$ cat src/hdl/bias_seq_pkg.sv
// Purpose: shared constants and types for the dual rail bias sequencer
// Assumes: 200 MHz core clock
// Notes:   register map is a plain strobe port, one byte per register
package bias_seq_pkg;

	// ----------------------------------------------------------------
	// register map
	// ----------------------------------------------------------------
	localparam logic [1:0] POS_CODE_OFS   = 2'h0;
	localparam logic [1:0] NEG_CODE_OFS   = 2'h1;
	localparam logic [1:0] STATUS_OFS     = 2'h2;
	localparam logic [1:0] CONTROL_OFS    = 2'h3;
	localparam logic [4:0] CODE_RESET     = 5'h0A;
	localparam int         DIS_NEG_BIT    = 0;
	localparam int         DIS_POS_BIT    = 1;
	localparam int         OFFSET_BIT     = 6;
	localparam int         REG_EN_NEG_BIT = 2;
	localparam int         REG_EN_POS_BIT = 3;
	localparam int         SERIAL_GATE_BIT = 4;
	localparam logic [7:0] CONTROL_RESET  = 8'h03;

	// ----------------------------------------------------------------
	// timing
	// ----------------------------------------------------------------
	localparam int CLK_MHZ        = 200;
	localparam int PUMP_HALF_NS   = 555;
	localparam int PUMP_HALF_CYC  = (PUMP_HALF_NS * CLK_MHZ) / 1000;

	// ----------------------------------------------------------------
	// types
	// ----------------------------------------------------------------
	typedef enum logic [1:0] {
		RAIL_OFF   = 2'b00,
		RAIL_START = 2'b01,
		RAIL_ON    = 2'b11,
		RAIL_DRAIN = 2'b10
	} rail_state_e;

	typedef struct packed {
		logic pos_en;
		logic neg_en;
		logic lockout_ok;
		logic over_temp;
		logic boost_ready;
	} status_in_s;

endpackage

$ cat src/hdl/dual_rail_bias_sequencer.sv
// Purpose: sequencing of boost, linear regulator and charge pump
// Assumes: all status inputs arrive as levels; analog loops are outside
// Notes:   soft-start ramps are analog; this block only asserts start
//
// The address-and-strobe port and the address map are this design's own decisions.
`timescale 1ns/1ps

// Behaviour
// all converters off until supply is above lockout; drop all below it.
// supply above lockout alone never starts a rail; its enable must hold.
// discharge selected for both rails after reset; software can change it.
// both enables low, or last one dropping, is a power-down with discharge.
// one rail off while other stays on: no discharge on either rail.
// boost runs when any pin or register enable is set and supply is good.
// enable already high at lockout release starts boost at once.
// boost stops on lockout or once both rails are disabled.
// positive regulator starts on enable, supply good and boost ready.
// positive regulator stops on enable low or lockout.
// positive rail uses a 5-bit code, 4.0 V plus 100 mV a step.
// charge pump starts on enable, supply good and boost ready.
// charge pump stops on enable low or lockout.
// negative rail uses a 5-bit code, -4.0 V minus 100 mV a step.
// pump alternates charge phase and inverted phase on four switches.
// over temperature shuts down at once; resumes when flag clears.
// headroom offset selectable between 200 mV and 300 mV.
// enable pins alone switch both rails without serial setup.
// base variant keeps the register port open with both enables low.
// alternate variant ignores register port while both enables low.
// both voltage code registers reset to the same default code.
// software writes zero into reserved bits.
// all status inputs pass two-stage synchronisers before use.
// discharge held only in the off state; released before restart.
module dual_rail_bias_sequencer
	import bias_seq_pkg::*;
#(
	parameter bit GATED_SERIAL = 1'b0 // 1 selects the alternate variant
) (
	input  wire logic       clock_i,       // 200 MHz core clock
	input  wire logic       rst_b_i,       // synchronous reset, active low
	input  wire logic       clk_en_i,      // freezes all state when low
	input  wire logic       pos_rail_enable_pin_i, // positive enable pin
	input  wire logic       neg_rail_enable_pin_i, // negative enable pin
	input  wire logic       supply_lockout_ok_i,   // high: supply above
	input  wire logic       over_temp_i,   // high: junction too hot
	input  wire logic       boost_ready_i, // boost reached target
	input  wire logic [1:0] addr_i,        // register address
	input  wire logic [7:0] wdata_i,       // write data
	input  wire logic       wr_i,          // write strobe
	input  wire logic       rd_i,          // read strobe
	output logic      [7:0] rdata_o,       // read data, one cycle later
	output logic            boost_run_o,   // boost stage enable
	output logic            linear_regulator_run_o, // positive stage on
	output logic            pump_run_o,    // charge pump enable
	output logic            pos_discharge_o, // positive rail discharge
	output logic            neg_discharge_o, // negative rail discharge
	output logic      [4:0] pos_voltage_code_o, // positive rail code
	output logic      [4:0] neg_voltage_code_o, // negative rail code
	output logic            headroom_offset_select_o, // 1 = 300 mV
	output logic      [3:0] pump_switch_o  // four charge pump switches
);

	// ----------------------------------------------------------------
	// synchronisers
	// ----------------------------------------------------------------
	status_in_s raw_w;
	status_in_s meta_reg;
	status_in_s sync_reg;

	assign raw_w = '{pos_en: pos_rail_enable_pin_i,
		neg_en: neg_rail_enable_pin_i,
		lockout_ok: supply_lockout_ok_i,
		over_temp: over_temp_i,
		boost_ready: boost_ready_i};

	always_ff @(posedge clock_i) begin
		if (!rst_b_i) begin
			meta_reg <= '0;
			sync_reg <= '0;
		end else if (clk_en_i) begin
			meta_reg <= raw_w;
			sync_reg <= meta_reg;
		end
	end

	// ----------------------------------------------------------------
	// register port
	// ----------------------------------------------------------------
	logic [4:0] pos_code_reg;
	logic [4:0] neg_code_reg;
	logic [7:0] control_reg;
	logic [7:0] rdata_reg;
	logic       any_pin_w;
	logic       port_open_w;
	logic       wr_ok_w;
	logic       rd_ok_w;
	logic [7:0] status_w;
	logic [7:0] rsel_w;

	assign any_pin_w   = sync_reg.pos_en | sync_reg.neg_en;
	// alternate variant: inputs dead while both pins low
	assign port_open_w = !GATED_SERIAL || any_pin_w;
	assign wr_ok_w     = wr_i && port_open_w;
	assign rd_ok_w     = rd_i && port_open_w;

	always_ff @(posedge clock_i) begin
		if (!rst_b_i) begin
			pos_code_reg <= CODE_RESET;
			neg_code_reg <= CODE_RESET;
			control_reg  <= CONTROL_RESET;
		end else if (clk_en_i && wr_ok_w) begin
			// reserved control bits are stored as written; code bits 7:5 are dropped; software keeps them zero
			if (addr_i == POS_CODE_OFS)
				pos_code_reg <= wdata_i[4:0];
			if (addr_i == NEG_CODE_OFS)
				neg_code_reg <= wdata_i[4:0];
			if (addr_i == CONTROL_OFS)
				control_reg <= wdata_i;
		end
	end

	// ----------------------------------------------------------------
	// rail state machines
	// ----------------------------------------------------------------
	rail_state_e pos_st_reg;
	rail_state_e neg_st_reg;
	rail_state_e pos_st_next;
	rail_state_e neg_st_next;
	logic        pos_en_prev_reg;
	logic        neg_en_prev_reg;
	logic        supply_good_w;
	logic        pos_want_w;
	logic        neg_want_w;
	logic        power_down_w;
	logic        pos_dis_sel_w;
	logic        neg_dis_sel_w;
	logic        boost_next;

	// thermal flag is held by the sensor until 15 degrees of cooling
	assign supply_good_w = sync_reg.lockout_ok && !sync_reg.over_temp;
	assign pos_want_w = sync_reg.pos_en | control_reg[REG_EN_POS_BIT];
	assign neg_want_w = sync_reg.neg_en | control_reg[REG_EN_NEG_BIT];
	// power-down only once neither rail remains requested
	assign power_down_w = !pos_want_w && !neg_want_w;
	assign pos_dis_sel_w = control_reg[DIS_POS_BIT];
	assign neg_dis_sel_w = control_reg[DIS_NEG_BIT];
	assign boost_next = supply_good_w && (pos_want_w || neg_want_w);
	assign status_w = {3'h0, pos_st_reg == RAIL_ON, neg_st_reg == RAIL_ON,
		sync_reg.boost_ready, sync_reg.over_temp, sync_reg.lockout_ok};

	// every input is an argument so the continuous assignments below
	// re-evaluate whenever any of them changes
	function automatic rail_state_e rail_step(
		input rail_state_e cur,
		input logic        want,
		input logic        was_on,
		input logic        dis_sel,
		input logic        good,
		input logic        pdown,
		input logic        bready
	);
		rail_state_e nxt;
		nxt = cur;
		unique case (cur)
			RAIL_OFF: begin
				if (good && want && bready)
					nxt = RAIL_START;
				else if (pdown && dis_sel && was_on)
					nxt = RAIL_DRAIN;
			end
			RAIL_START: begin
				if (!good || !want)
					nxt = RAIL_OFF;
				else
					nxt = RAIL_ON;
			end
			RAIL_ON: begin
				if (!good || !want)
					nxt = RAIL_OFF;
			end
			RAIL_DRAIN: begin
				// leave before any restart or if selection dropped
				if (want || !pdown || !dis_sel)
					nxt = RAIL_OFF;
			end
		endcase
		return nxt;
	endfunction

	assign pos_st_next = rail_step(pos_st_reg, pos_want_w,
		pos_en_prev_reg, pos_dis_sel_w, supply_good_w, power_down_w,
		sync_reg.boost_ready);
	assign neg_st_next = rail_step(neg_st_reg, neg_want_w,
		neg_en_prev_reg, neg_dis_sel_w, supply_good_w, power_down_w,
		sync_reg.boost_ready);

	always_ff @(posedge clock_i) begin
		if (!rst_b_i) begin
			pos_st_reg      <= RAIL_OFF;
			neg_st_reg      <= RAIL_OFF;
			pos_en_prev_reg <= 1'b0;
			neg_en_prev_reg <= 1'b0;
		end else if (clk_en_i) begin
			pos_st_reg <= pos_st_next;
			neg_st_reg <= neg_st_next;
			// remembers a rail that has been up since it last passed through RAIL_DRAIN
			if (pos_st_reg == RAIL_ON)
				pos_en_prev_reg <= 1'b1;
			else if (pos_st_reg == RAIL_DRAIN || !power_down_w)
				pos_en_prev_reg <= pos_en_prev_reg && !(pos_st_reg == RAIL_DRAIN);
			if (neg_st_reg == RAIL_ON)
				neg_en_prev_reg <= 1'b1;
			else if (neg_st_reg == RAIL_DRAIN || !power_down_w)
				neg_en_prev_reg <= neg_en_prev_reg && !(neg_st_reg == RAIL_DRAIN);
		end
	end

	// ----------------------------------------------------------------
	// charge pump phase driver
	// ----------------------------------------------------------------
	logic [9:0] pump_cnt_reg;
	logic       pump_phase_reg;
	logic       pump_on_w;

	assign pump_on_w = (neg_st_next == RAIL_START) || (neg_st_next == RAIL_ON);

	always_ff @(posedge clock_i) begin
		if (!rst_b_i) begin
			pump_cnt_reg   <= '0;
			pump_phase_reg <= 1'b0;
		end else if (clk_en_i) begin
			if (!pump_on_w) begin
				pump_cnt_reg   <= '0;
				pump_phase_reg <= 1'b0;
			end else if (pump_cnt_reg == 10'(PUMP_HALF_CYC - 1)) begin
				pump_cnt_reg   <= '0;
				pump_phase_reg <= !pump_phase_reg;
			end else begin
				pump_cnt_reg <= pump_cnt_reg + 10'h001;
			end
		end
	end

	// ----------------------------------------------------------------
	// registered outputs
	// ----------------------------------------------------------------
	logic [3:0] sw_next;

	// phase 0 closes two switches, phase 1 inverts all four
	assign sw_next = !pump_on_w ? 4'h0 :
		(pump_phase_reg ? 4'hC : 4'h3);

	assign rsel_w = (addr_i == POS_CODE_OFS) ? {3'h0, pos_code_reg} :
		(addr_i == NEG_CODE_OFS) ? {3'h0, neg_code_reg} :
		(addr_i == STATUS_OFS)   ? status_w : control_reg;

	always_ff @(posedge clock_i) begin
		if (!rst_b_i) begin
			rdata_reg                <= 8'h00;
			boost_run_o              <= 1'b0;
			linear_regulator_run_o   <= 1'b0;
			pump_run_o               <= 1'b0;
			pos_discharge_o          <= 1'b0;
			neg_discharge_o          <= 1'b0;
			pos_voltage_code_o       <= CODE_RESET;
			neg_voltage_code_o       <= CODE_RESET;
			headroom_offset_select_o <= 1'b0;
			pump_switch_o            <= 4'h0;
		end else if (clk_en_i) begin
			rdata_reg <= rd_ok_w ? rsel_w : 8'h00;
			boost_run_o <= boost_next;
			linear_regulator_run_o <= (pos_st_next == RAIL_START) ||
				(pos_st_next == RAIL_ON);
			pump_run_o <= pump_on_w;
			pos_discharge_o <= pos_st_next == RAIL_DRAIN;
			neg_discharge_o <= neg_st_next == RAIL_DRAIN;
			pos_voltage_code_o <= pos_code_reg;
			neg_voltage_code_o <= neg_code_reg;
			headroom_offset_select_o <= control_reg[OFFSET_BIT];
			pump_switch_o <= sw_next;
		end
	end

	assign rdata_o = rdata_reg;

endmodule

$ cat config.mk
export PLATFORM = sky130hd
export DESIGN_NAME = dual_rail_bias_sequencer
export DESIGN_NICKNAME = d
export VERILOG_FILES = /design/src/hdl/bias_seq_pkg.sv /design/src/hdl/dual_rail_bias_sequencer.sv
export SDC_FILE = /design/constraint.sdc
export NUM_CORES = 1
export LEC_CHECK = 0
export ABC_AREA = 1
export BUFFER_PORTS_ARGS = -buffer_cell sky130_fd_sc_hd__buf_2
export CORE_UTILIZATION = 50
export DETAILED_ROUTE_END_ITERATION = 7
export PLACE_DENSITY = 0.72
export SKIP_CTS_REPAIR_TIMING = 1
export SLEW_MARGIN = 10
export SYNTH_ARGS = -nofsm -noshare
export SYNTH_HDL_FRONTEND = slang
export SYNTH_SLANG_ARGS = --single-unit
$ cat constraint.sdc
create_clock -name clock_i -period 2.1 [get_ports clock_i]
set_input_delay 0.42 -clock clock_i [delete_from_list [all_inputs] [get_ports clock_i]]
set_output_delay 0.42 -clock clock_i [all_outputs]
set_load 0.05 [all_outputs]
==> summary.txt, run 1 <==
Pwr
  – Switching share of power: a little over a quarter
  – Cell leakage power: ~1.4 nW
  – IR Drop Worst-Case VDD: 0.486 mV
  – Clock share of power: 39.1%
  – PnR Total Power: 2.76 mW
  – Sequential share of power: 51.0%
  – P per Cell Area: between 800 and 900 nW/um^2
  – Psw: 726 uW
  – Internal power: approximately 2 mW
  – Logic pwr share: 9.9%

Route
  – Vias/cell: 5.20
  – 1st-iter DRT viols: 220
  – DR vias: about 2,700
  – WL/cell: roughly 13 microns
  – Post-Route WL: between 6000 and 7000 microns
  – Drc violations: 0
  – First-pass DRT Iterations: 4
  – Final ANT Viol Nets: 0

Logic synthesis
  – Post-Syn Area: between 2000 and 3000 sq um
  – Synth Flop Type: dfxtp_1
  – Ys async rst share: 0%
  – Yosys reg bits: between 70 and 80
  – Sequential fraction of the synthesis area: between 40% and 50%
  – Syn. warnings: 0
  – Syn nets: 414
  – Syn_area_per_cell: about 7.4 sq um
  – EDFF count, synth: 0
  – Synth unique cells: 22
  – Synthesized instance count: between 300 and 400

GRT
  – Pin count of the biggest net entering global routing: between 40 and 50
  – Initial antenna violation count: 0
  – Vias in the first global route: 2,523
  – Total GRT Usage: a little under a quarter
  – GRT overflow: 0
  – Wire length of the first global-routing pass: 11,100 microns

Worst setup path
  – Critical path type: reg -> out
  – Crit path cell chain: buf_2
  – Max incr delay on CP: 0.38 ns
  – Crit path buf inv count: 1
  – Slowest cell on the critical path: dfxtp_1
  – CP required: roughly 1.7 ns
  – Critical path arrival: 1.00 ns
  – CP endpoint kind: primary output
  – Crit path launch type: register
  – Worst Path Max Fanout: 2
  – Cell family with the largest share of critical-path delay: flip-flops

Final layout
  – Largest register FFs: 10
  – Area Overhead vs Synth: 16.8%
  – Fin nets: between 400 and 500
  – Final Util: roughly three fifths
  – N_diodes: 0
  – Layout cells sized above 1: between 10% and 20%

Placed design
  – Dpl hpwl: around 4600 microns
  – Placer congestion estimate: 0.931
  – Port buffer count: 47
  – DP Worst Slack: ~0.53 ns

STA
  – Sum of negative setup slack: 0 ns
  – Final Critical Period: between 1 and 1.5 ns
  – Hold Violations, Final: 0
  – F_max: approximately 700 MHz
  – RSZ-0062 raised after global routing: false
  – Setup Skew: 0.00892 ns
  – Max transition margin: approximately 55%
  – Final period utilization: slightly below 70%
  – Tightest Pin Transition: about 0.67 ns
  – Worst setup margin: ~0.68 ns
  – Final-report max-slew violation count: 0
  – Endpoints failing setup: 0

Flow run
  – Max-Cap Viols: 0

Clocking
  – TritonCTS clock tree: yes
  – Clock root cell: clkbuf_8
  – Reg clk slew, reported paths: roughly 0.07 ns
  – Sink Count: a little over 70
  – CTS max path bufs: 2
  – Clk_lat worst skew: between 0.3 and 0.4 ns
  – CTS H-tree lvls: 3
  – Total CTS buffers: 9

Die
  – Initial Utilization: around 52%
  – DIE HEIGHT: around 78 microns
  – Core area: roughly 5500 sq um
  – Die W: approximately 78 microns
  – Die Area: approximately 6100 sq um
  – Cell Rows: 27
  – Io pins: between 40 and 50

Status
  – Outcome: finished clean

Worst hold path
  – Hold crit path type: in -> reg
-- layer usage --
metal	up-vias	track usage [%]	part of all wire, %
met2	59	38.2	47
li1	1370	-	-
met5	-	0	0
met1	1225	28.9	47
met3	18	3.65	3.5
met4	0	13.7	2.7
-- layout by cell type, fill, tap and decap left out, types with 3 or more instances in the layout --
cell type / count
a21oi_1: 45
xor2_1: 3
nand2_2: 4
nand4_1: 4
clkinv_2: 3
dfxtp_1: 71
o21ai_0: 47
clkbuf_8: 10
inv_1: 29
nor3_1: 6
o211ai_1: 6
buf_4: 3
nand2_1: 76
nor2_1: 59
buf_2: 47
nand3_1: 13
-- final cells by class --
| class | count | area [sq um] |
|---|---|---|
| clock buffer | 10 | 138 |
| sequential | 71 | 1420 |
| timing repair buffer | 51 | 278 |
| inverter | 31 | 116 |
| fill | 537 | 2170 |
| multi-input combinational | 273 | 1270 |
| clock inverter | 6 | 60.1 |
| tap | 72 | 90.1 |
-- cell families (layout without fill, tap and decap cells) --
logic type	count (synthesis)	count (layout)	synth area share, %
xor+xnor	3	3	0.910
flops	71	71	49.2
simple gates	167	167	24.0
compound gates	101	101	18.2
buf+inv	48	98	6.80
fa+ha+maj	2	2	0.866
-- metrics by stage --
step                std cells  hold slack, ns  area, sq um
global placement          498           0.441         3180
CTS                       514           0.288         3370
finish                    514           0.289         3370
global route              514           0.312         3370
detailed placement        498           0.445         3180
floorplan                 392           0.436         2890
-- final timing paths --
| check | start | to | slack (ns) | depth (start not counted) |
|---|---|---|---|---|
| setup / recovery | rdata_o[4] | rdata_o[4] | 0.68 | 1 |
| hold / removal | pos_rail_enable_pin_i | meta_reg[4] | 0.29 | 3 |
| hold reg to reg | neg_discharge_o | neg_discharge_o | 0.46 | 2 |
| setup reg to reg | pump_cnt_reg[0] | pump_cnt_reg[9] | 0.73 | 9 |
-- power by group through the flow --
| stage | Clock (mW) | Sequential, mW | Combinational, mW |
|---|---|---|---|
| after detailed placement | 0 | 1.44 | 0.272 |
| final | 1.08 | 1.41 | 0.273 |
| after global placement | 0 | 1.44 | 0.268 |
| after floorplan | 0 | 1.50 | 0.131 |
| after CTS | 1.10 | 1.41 | 0.273 |
| after global routing | 1.15 | 1.41 | 0.302 |
-- cells in the mapped netlist, drive strengths merged, types with 2 or more instances --
cell | n | area share [%]
a21oi | 45 | 7.8
buf | 9 | 1.7
clkbuf | 8 | 1.0
dfxtp | 71 | 49
ha | 2 | 0.87
inv | 31 | 4.0
nand2 | 80 | 11
nand3 | 13 | 2.3
nand4 | 4 | 0.87
nor2 | 63 | 8.9
nor3 | 6 | 1.0
o211ai | 6 | 1.6
o21ai | 47 | 8.1
o22ai | 2 | 0.43
xor2 | 3 | 0.91
No activity file was read; power rests on OpenSTA's default activity.
==> run 2, diff against run 1 <==
--- a/config.mk
+++ b/config.mk
@@ -9,7 +9,7 @@
 export BUFFER_PORTS_ARGS = -buffer_cell sky130_fd_sc_hd__buf_2
 export CORE_UTILIZATION = 50
 export DETAILED_ROUTE_END_ITERATION = 7
-export PLACE_DENSITY = 0.72
+export PLACE_DENSITY = 0.75
 export SKIP_CTS_REPAIR_TIMING = 1
 export SLEW_MARGIN = 10
 export SYNTH_ARGS = -nofsm -noshare
==> constraint.sdc (replaced) <==
create_clock -name clock_i -period 1.3 [get_ports clock_i]
set_input_delay 0.26 -clock clock_i [delete_from_list [all_inputs] [get_ports clock_i]]
set_output_delay 0.26 -clock clock_i [all_outputs]
set_load 0.05 [all_outputs]
==> run 2 against run 1 <==
Total power up 72%. Largest cell class unchanged. Die area unchanged. Non-clock buffer count up 13. Highest routed layer unchanged. Sequential share of layout area down 1.9 points. Via count up 2.6%. Clock skew down 0.00083 ns. Clock power up 85%. Sequential power up 62%. Critical endpoint is now pump_cnt_reg[8]. Cell count up 2.5%. Global-route usage up 0.71 points. Sequential cell count unchanged.
==> summary.txt, run 2 (synthesis results as in run 1) <==
GRT
  – GRT overflow: 0 (unchanged)
  – Total GRT Usage: 24.0% (was 23.3%)
  – Initial antenna violation count: 0 (unchanged)
  – Wire length of the first global-routing pass: 11,300 microns (was 11,100 microns)
  – Pin count of the biggest net entering global routing: 45 (was 46)
  – Vias in the first global route: 2,528 (was 2,523)

Worst hold path
  – Worst Hold Launch: pos_rail_enable_pin_i (unchanged)
  – WHS Endpoint: meta_reg[4] (unchanged)
  – Hold crit path type: in -> reg (unchanged)
  – Hold Path Cell Cnt: 3 (unchanged)

Flow run
  – Max-Cap Viols: 0 (unchanged)

Die
  – Cell Rows: 27 (unchanged)
  – Initial Utilization: 52.1% (unchanged)
  – Die W: 78.0 microns (unchanged)
  – DIE HEIGHT: 78.0 microns (unchanged)
  – Io pins: 48 (unchanged)
  – Die Area: 6080 sq um (unchanged)
  – Core area: 5540 sq um (unchanged)

Placed design
  – Placer congestion estimate: 0.899 (was 0.931)
  – Port buffer count: 47 (unchanged)
  – Dpl cell area: 3270 sq um (was 3180 sq um)
  – Dpl hpwl: 4770 microns (was 4570 microns)
  – # placed instances: 511 (was 498)

Final layout
  – Layout Cells excl Fill: 527 (was 514)
  – Highest-count cells in the layout ignoring fill and taps: 76 x nand2_1, 66 x dfxtp_1, 57 x nor2_1, 47 x o21ai_0, 47 x buf_2 (was 76 x nand2_1, 71 x dfxtp_1, 59 x nor2_1, 47 x o21ai_0, 47 x buf_2)
  – Layout cells sized above 1: 22.4% (was 17.4%)
  – Largest register FFs: 10 (unchanged)
  – Fin nets: 472 (was 459)
  – Design Area, Final: 3560 sq um (was 3370 sq um)
  – N_diodes: 0 (unchanged)
  – Area Overhead vs Synth: 23.2% (was 16.8%)
  – Most common cell after layout, fill and taps aside: nand2_1 (unchanged)
  – Final Util: 64.2% (was 60.9%)
  – # fillers: 523 (was 537)

Clocking
  – CTS H-tree lvls: 3 (unchanged)
  – Clk_lat worst skew: 0.35 ns (about the same)
  – Clock root cell: clkbuf_8 (unchanged)
  – CTS max path bufs: 2 (unchanged)
  – Reg clk slew, reported paths: 0.08 ns (was 0.07 ns)
  – Sink Count: 71 (unchanged)
  – TritonCTS clock tree: yes (unchanged)
  – Total CTS buffers: 9 (unchanged)

STA
  – Max transition margin: 75.0% (was 55.4%)
  – F_max: a little under 800 MHz
  – Final period utilization: between 90 and 100%
  – Final-report max-slew violation count: 0 (unchanged)
  – Final Critical Period: ~1.3 ns
  – Tightest Pin Transition: 0.374 ns (was 0.668 ns)
  – Final hold slack: 0.128 ns (was 0.289 ns)
  – Sum of negative setup slack: 0 ns (unchanged)
  – Hold Violations, Final: 0 (unchanged)
  – Endpoints failing setup: 0 (unchanged)
  – Setup Skew: 0.00809 ns (was 0.00892 ns)

Route
  – Drc violations: 0 (unchanged)
  – DR vias: 2,742 (was 2,672)
  – Vias/cell: 5.20 (about the same)
  – Final ANT Viol Nets: 0 (unchanged)
  – 1st-iter DRT viols: 157 (was 220)
  – Post-Route WL: 6760 microns (was 6470 microns)
  – DR top layer: met4 (unchanged)
  – WL/cell: 12.8 microns (was 12.6 microns)
  – WL met3: 297 microns (was 224 microns)
  – Met2 WL: 3340 microns (was 3030 microns)
  – M1 wire length: 2980 microns (was 3040 microns)
  – First-pass DRT Iterations: 4 (unchanged)

Worst setup path
  – R2R cell count: 6 (was 9)
  – Worst Path Max Fanout: 4 (was 2)
  – CP required: 1.57 ns (was 1.68 ns)
  – Crit path launch type: register (unchanged)
  – Critical path arrival: 1.54 ns (was 1.00 ns)
  – CP endpoint kind: register (was primary output)
  – Setup slack, reg-to-reg: 0.03 ns (was 0.73 ns)
  – Worst R2R End: pump_cnt_reg[8] (was pump_cnt_reg[9])
  – Reg2Reg Launch Point: pump_cnt_reg[1] (was pump_cnt_reg[0])
  – Critical path type: reg -> reg (was reg -> out)

Pwr
  – Cell leakage power: 1.52 nW (was 1.43 nW)
  – IR Drop Worst-Case VDD: 0.896 mV (was 0.486 mV)
  – P per Cell Area: 1330 nW/um^2 (was 819 nW/um^2)

Status
  – Outcome: finished clean (unchanged)
-- run 2: changes by cell type in the layout (fill, tap and decap cells not counted), moves of 2 or more --
cell      change
buf_4        +13
dfxtp_1       -5
dfxtp_2       +4
clkinv_2      -2
nor2_1        -2
nor3_1        -2
nor3_2        +2
-- run 2: through the flow --
stage / setup WS, ns / total power, mW
detailed placement: -0.0358 / 2.78
CTS: -0.0114 / 4.76
finish: 0.0327 / 4.74
global route: -0.0359 / 4.91
global placement: 0.0138 / 2.77
floorplan: 0.119 / 2.63
-- run 2: metal layers --
metal | track usage (%) | up-vias
met3 | 4.12 | 12
met1 | 27.9 | 1275
li1 | - | 1395
met5 | 0 | -
met2 | 41.9 | 60
met4 | 13.1 | 0
-- run 2: worst max-delay path by stage --
stage                                from               to  slack, ns  cells past startpoint
after global placement          addr_i[1]  pos_code_reg[2]       0.01                      7
after global routing      pump_cnt_reg[1]  pump_cnt_reg[8]      -0.04                      6
after detailed placement        addr_i[1]  pos_code_reg[4]      -0.04                      7
after CTS                 pump_cnt_reg[1]  pump_cnt_reg[6]      -0.01                      6
final                     pump_cnt_reg[1]  pump_cnt_reg[8]       0.03                      6
after floorplan           pump_cnt_reg[0]  pump_cnt_reg[4]       0.12                      9
-- run 2: power by group --
group          total, mW  internal (mW)  switching (mW)  leakage, nW
Clock               2.00           1.18           0.818        0.112
Sequential          2.28           2.24          0.0360        0.581
Combinational      0.462          0.135           0.327        0.822
Total               4.74           3.56            1.18         1.52
-- run 2: final cells by class --
| class | instances | area, sq um | share of cell area [%] |
|---|---|---|---|
| sequential | 71 | 1430 | 40.2 |
| multi-input combinational | 273 | 1310 | 36.9 |
| timing repair buffer | 64 | 375 | 10.5 |
| clock buffer | 11 | 151 | 4.25 |
| inverter | 31 | 119 | 3.34 |
| tap | 72 | 90.1 | 2.53 |
| clock inverter | 5 | 80.1 | 2.25 |
-- run 2: worst max-delay path, cell delays in order, from the launching register on --
cell and delay [ns]:
dfxtp_4 0.37, ha_1 0.17, nand2_1 0.06, nor3_1 0.17, nand2_1 0.09, or2_1 0.21, a21oi_1 0.12
==> run 3, diff against run 2 <==
--- a/config.mk
+++ b/config.mk
@@ -7,9 +7,11 @@
 export LEC_CHECK = 0
 export ABC_AREA = 1
 export BUFFER_PORTS_ARGS = -buffer_cell sky130_fd_sc_hd__buf_2
+export CAP_MARGIN = 20
 export CORE_UTILIZATION = 50
 export DETAILED_ROUTE_END_ITERATION = 7
 export PLACE_DENSITY = 0.75
+export REMOVE_ABC_BUFFERS = 1
 export SKIP_CTS_REPAIR_TIMING = 1
 export SLEW_MARGIN = 10
 export SYNTH_ARGS = -nofsm -noshare
==> run 3 against run 2 <==
Via count is 1.9% higher. Worst hold slack better by 0.0046 ns. Worst setup slack better by 0.026 ns. Critical endpoint is now pump_cnt_reg[6].
==> summary.txt, run 3 (synthesis results as in run 1) <==
GRT
  – Initial antenna violation count: 0 (unchanged)
  – GRT overflow: 0 (unchanged)
  – Total GRT Usage: 24.4% (was 24.0%)
  – Wire length of the first global-routing pass: 11,400 microns (was 11,300 microns)
  – Pin count of the biggest net entering global routing: 46 (was 45)
  – Vias in the first global route: 2,504 (was 2,528)

Route
  – DR top layer: met4 (unchanged)
  – Post-Route WL: 6860 microns (was 6760 microns)
  – M1 wire length: 3050 microns (was 2980 microns)
  – Final ANT Viol Nets: 0 (unchanged)
  – Drc violations: 0 (unchanged)
  – First-pass DRT Iterations: 4 (unchanged)
  – Met2 WL: 3330 microns (was 3340 microns)
  – WL/cell: 13.0 microns (was 12.8 microns)
  – DR vias: 2,794 (was 2,742)
  – WL met3: 293 microns (was 297 microns)
  – 1st-iter DRT viols: 217 (was 157)
  – Vias/cell: 5.31 (was 5.20)

Final layout
  – Most common cell after layout, fill and taps aside: nand2_1 (unchanged)
  – Fin nets: 471 (was 472)
  – N_diodes: 0 (unchanged)
  – Highest-count cells in the layout ignoring fill and taps: 76 x nand2_1, 68 x dfxtp_1, 56 x nor2_1, 47 x o21ai_0, 47 x buf_2 (was 76 x nand2_1, 66 x dfxtp_1, 57 x nor2_1, 47 x o21ai_0, 47 x buf_2)
  – Design Area, Final: 3560 sq um (unchanged)
  – Area Overhead vs Synth: 23.2% (unchanged)
  – Largest register FFs: 10 (unchanged)
  – Layout cells sized above 1: 22.9% (was 22.4%)

STA
  – Hold Violations, Final: 0 (unchanged)
  – Final Critical Period: 1.24 ns (was 1.27 ns)
  – RSZ-0062 raised after global routing: true
  – Setup Skew: 0.00372 ns (was 0.00809 ns)
  – Max transition margin: 80.0% (was 75.0%)
  – Tightest Pin Transition: 0.296 ns (was 0.374 ns)
  – Sum of negative setup slack: 0 ns (unchanged)
  – F_max: 805 MHz (was 789 MHz)
  – Final period utilization: 95.5% (was 97.5%)
  – Endpoints failing setup: 0 (unchanged)
  – Final-report max-slew violation count: 0 (unchanged)

Pwr
  – Sequential share of power: 49.6% (was 48.1%)
  – Logic pwr share: 10.3% (was 9.8%)
  – Cell leakage power: 1.51 nW (was 1.52 nW)
  – Internal power: 3.42 mW (was 3.56 mW)
  – Psw: 1.17 mW (was 1.18 mW)
  – P per Cell Area: 1290 nW/um^2 (was 1330 nW/um^2)
  – Switching share of power: 25.5% (was 24.9%)
  – IR Drop Worst-Case VDD: 0.797 mV (was 0.896 mV)
  – Clock share of power: 40.1% (was 42.2%)

Die
  – Initial Utilization: 52.1% (unchanged)
  – Core area: 5540 sq um (unchanged)
  – DIE HEIGHT: 78.0 microns (unchanged)
  – Die Area: 6080 sq um (unchanged)
  – Die W: 78.0 microns (unchanged)
  – Cell Rows: 27 (unchanged)
  – Io pins: 48 (unchanged)

Worst setup path
  – Slowest cell on the critical path: dfxtp_4 (unchanged)
  – CP required: 1.58 ns (was 1.57 ns)
  – Critical path arrival: 1.52 ns (was 1.54 ns)
  – Critical path type: reg -> reg (unchanged)
  – Crit path launch type: register (unchanged)
  – Crit path cell chain: ha_2 -> nand2_1 -> nor3_2 -> nand2_1 -> xor2_1 -> nor2_1 (was ha_1 -> nand2_1 -> nor3_1 -> nand2_1 -> or2_1 -> a21oi_1)
  – Most used cell, CP: nand2_1 (unchanged)
  – Worst Path Max Fanout: 4 (unchanged)
  – CP endpoint kind: register (unchanged)
  – Setup slack, reg-to-reg: 0.06 ns (was 0.03 ns)
  – Max incr delay on CP: 0.38 ns (was 0.37 ns)

Clocking
  – Clock root cell: clkbuf_8 (unchanged)
  – TritonCTS clock tree: yes (unchanged)
  – CTS H-tree lvls: 3 (unchanged)
  – CTS max path bufs: 2 (unchanged)
  – Total CTS buffers: 9 (unchanged)
  – Sink Count: 71 (unchanged)
  – Clk_lat worst skew: 0.35 ns (about the same)
  – Reg clk slew, reported paths: 0.07 ns (was 0.08 ns)

Flow run
  – Max-Cap Viols: 0 (unchanged)

Placed design
  – Dpl cell area: 3280 sq um (was 3270 sq um)
  – Placer congestion estimate: 0.881 (was 0.899)
  – Port buffer count: 47 (unchanged)
  – Dpl hpwl: 4740 microns (was 4770 microns)

Worst hold path
  – Hold crit path type: in -> reg (unchanged)

Status
  – Outcome: finished clean (unchanged)
-- run 3: cell types whose count changed in the layout (fill, tap and decap cells not counted), sizes merged --
cell / before / now
clkbuf: 11 / 13
clkinv: 1 / 2
clkinvlp: 2 / 0
bufinv: 2 / 1
buf: 64 / 63
-- run 3: path summary, 6_finish.rpt --
kind | from | end | depth (start not counted)
min reg2reg | linear_regulator_run_o | linear_regulator_run_o | 2
max | pump_cnt_reg[1] | pump_cnt_reg[6] | 6
max reg2reg | pump_cnt_reg[1] | pump_cnt_reg[6] | 6
min | pos_rail_enable_pin_i | meta_reg[4] | 3
-- run 3: final cells by class --
class / instances / area (sq um)
inverters: 31 / 119
multi-input cells: 273 / 1330
clock inverters: 3 / 40.0
well taps: 72 / 90.1
fillers: 502 / 1980
repair buffers: 63 / 380
flip-flops and latches: 71 / 1430
clock buffers: 13 / 169
-- run 3: worst max-delay path: cells and delay by family (launching register included) --
| kind | cells | cell delay [ns] |
|---|---|---|
| AND/OR/NAND/NOR | 4 | 0.46 |
| flip-flops | 1 | 0.38 |
| adder cells (fa/ha/maj) | 1 | 0.19 |
| XOR/XNOR | 1 | 0.14 |
-- run 3: power groups by stage --
stage | clock (mW) | combinational, mW | sequential (mW)
global route | 1.96 | 0.515 | 2.28
detailed placement | 0 | 0.458 | 2.33
CTS | 1.87 | 0.460 | 2.28
floorplan | 0 | 0.171 | 2.42
global placement | 0 | 0.452 | 2.32
finish | 1.84 | 0.470 | 2.28
-- run 3: stage by stage --
step | std cells | setup WS [ns] | hold WS [ns] | power [mW] | util, %
3_3_place_gp | 510 | 0.0575 | 0.438 | 2.78 | 59.2
5_1_grt | 526 | -0.0410 | 0.147 | 4.76 | 64.2
6_report | 526 | 0.0584 | 0.133 | 4.59 | 64.2
3_5_place_dp | 510 | -0.00183 | 0.442 | 2.78 | 59.2
4_1_cts | 526 | -0.0374 | 0.123 | 4.60 | 62.9
2_1_floorplan | 375 | 0.0302 | 0.344 | 2.59 | -
-- run 3: metal layers --
metal  vias up  track usage [%]
li1       1392                -
met1      1316             30.0
met2        70             40.0
met3        16             5.18
met4         0             13.0
met5         -                0
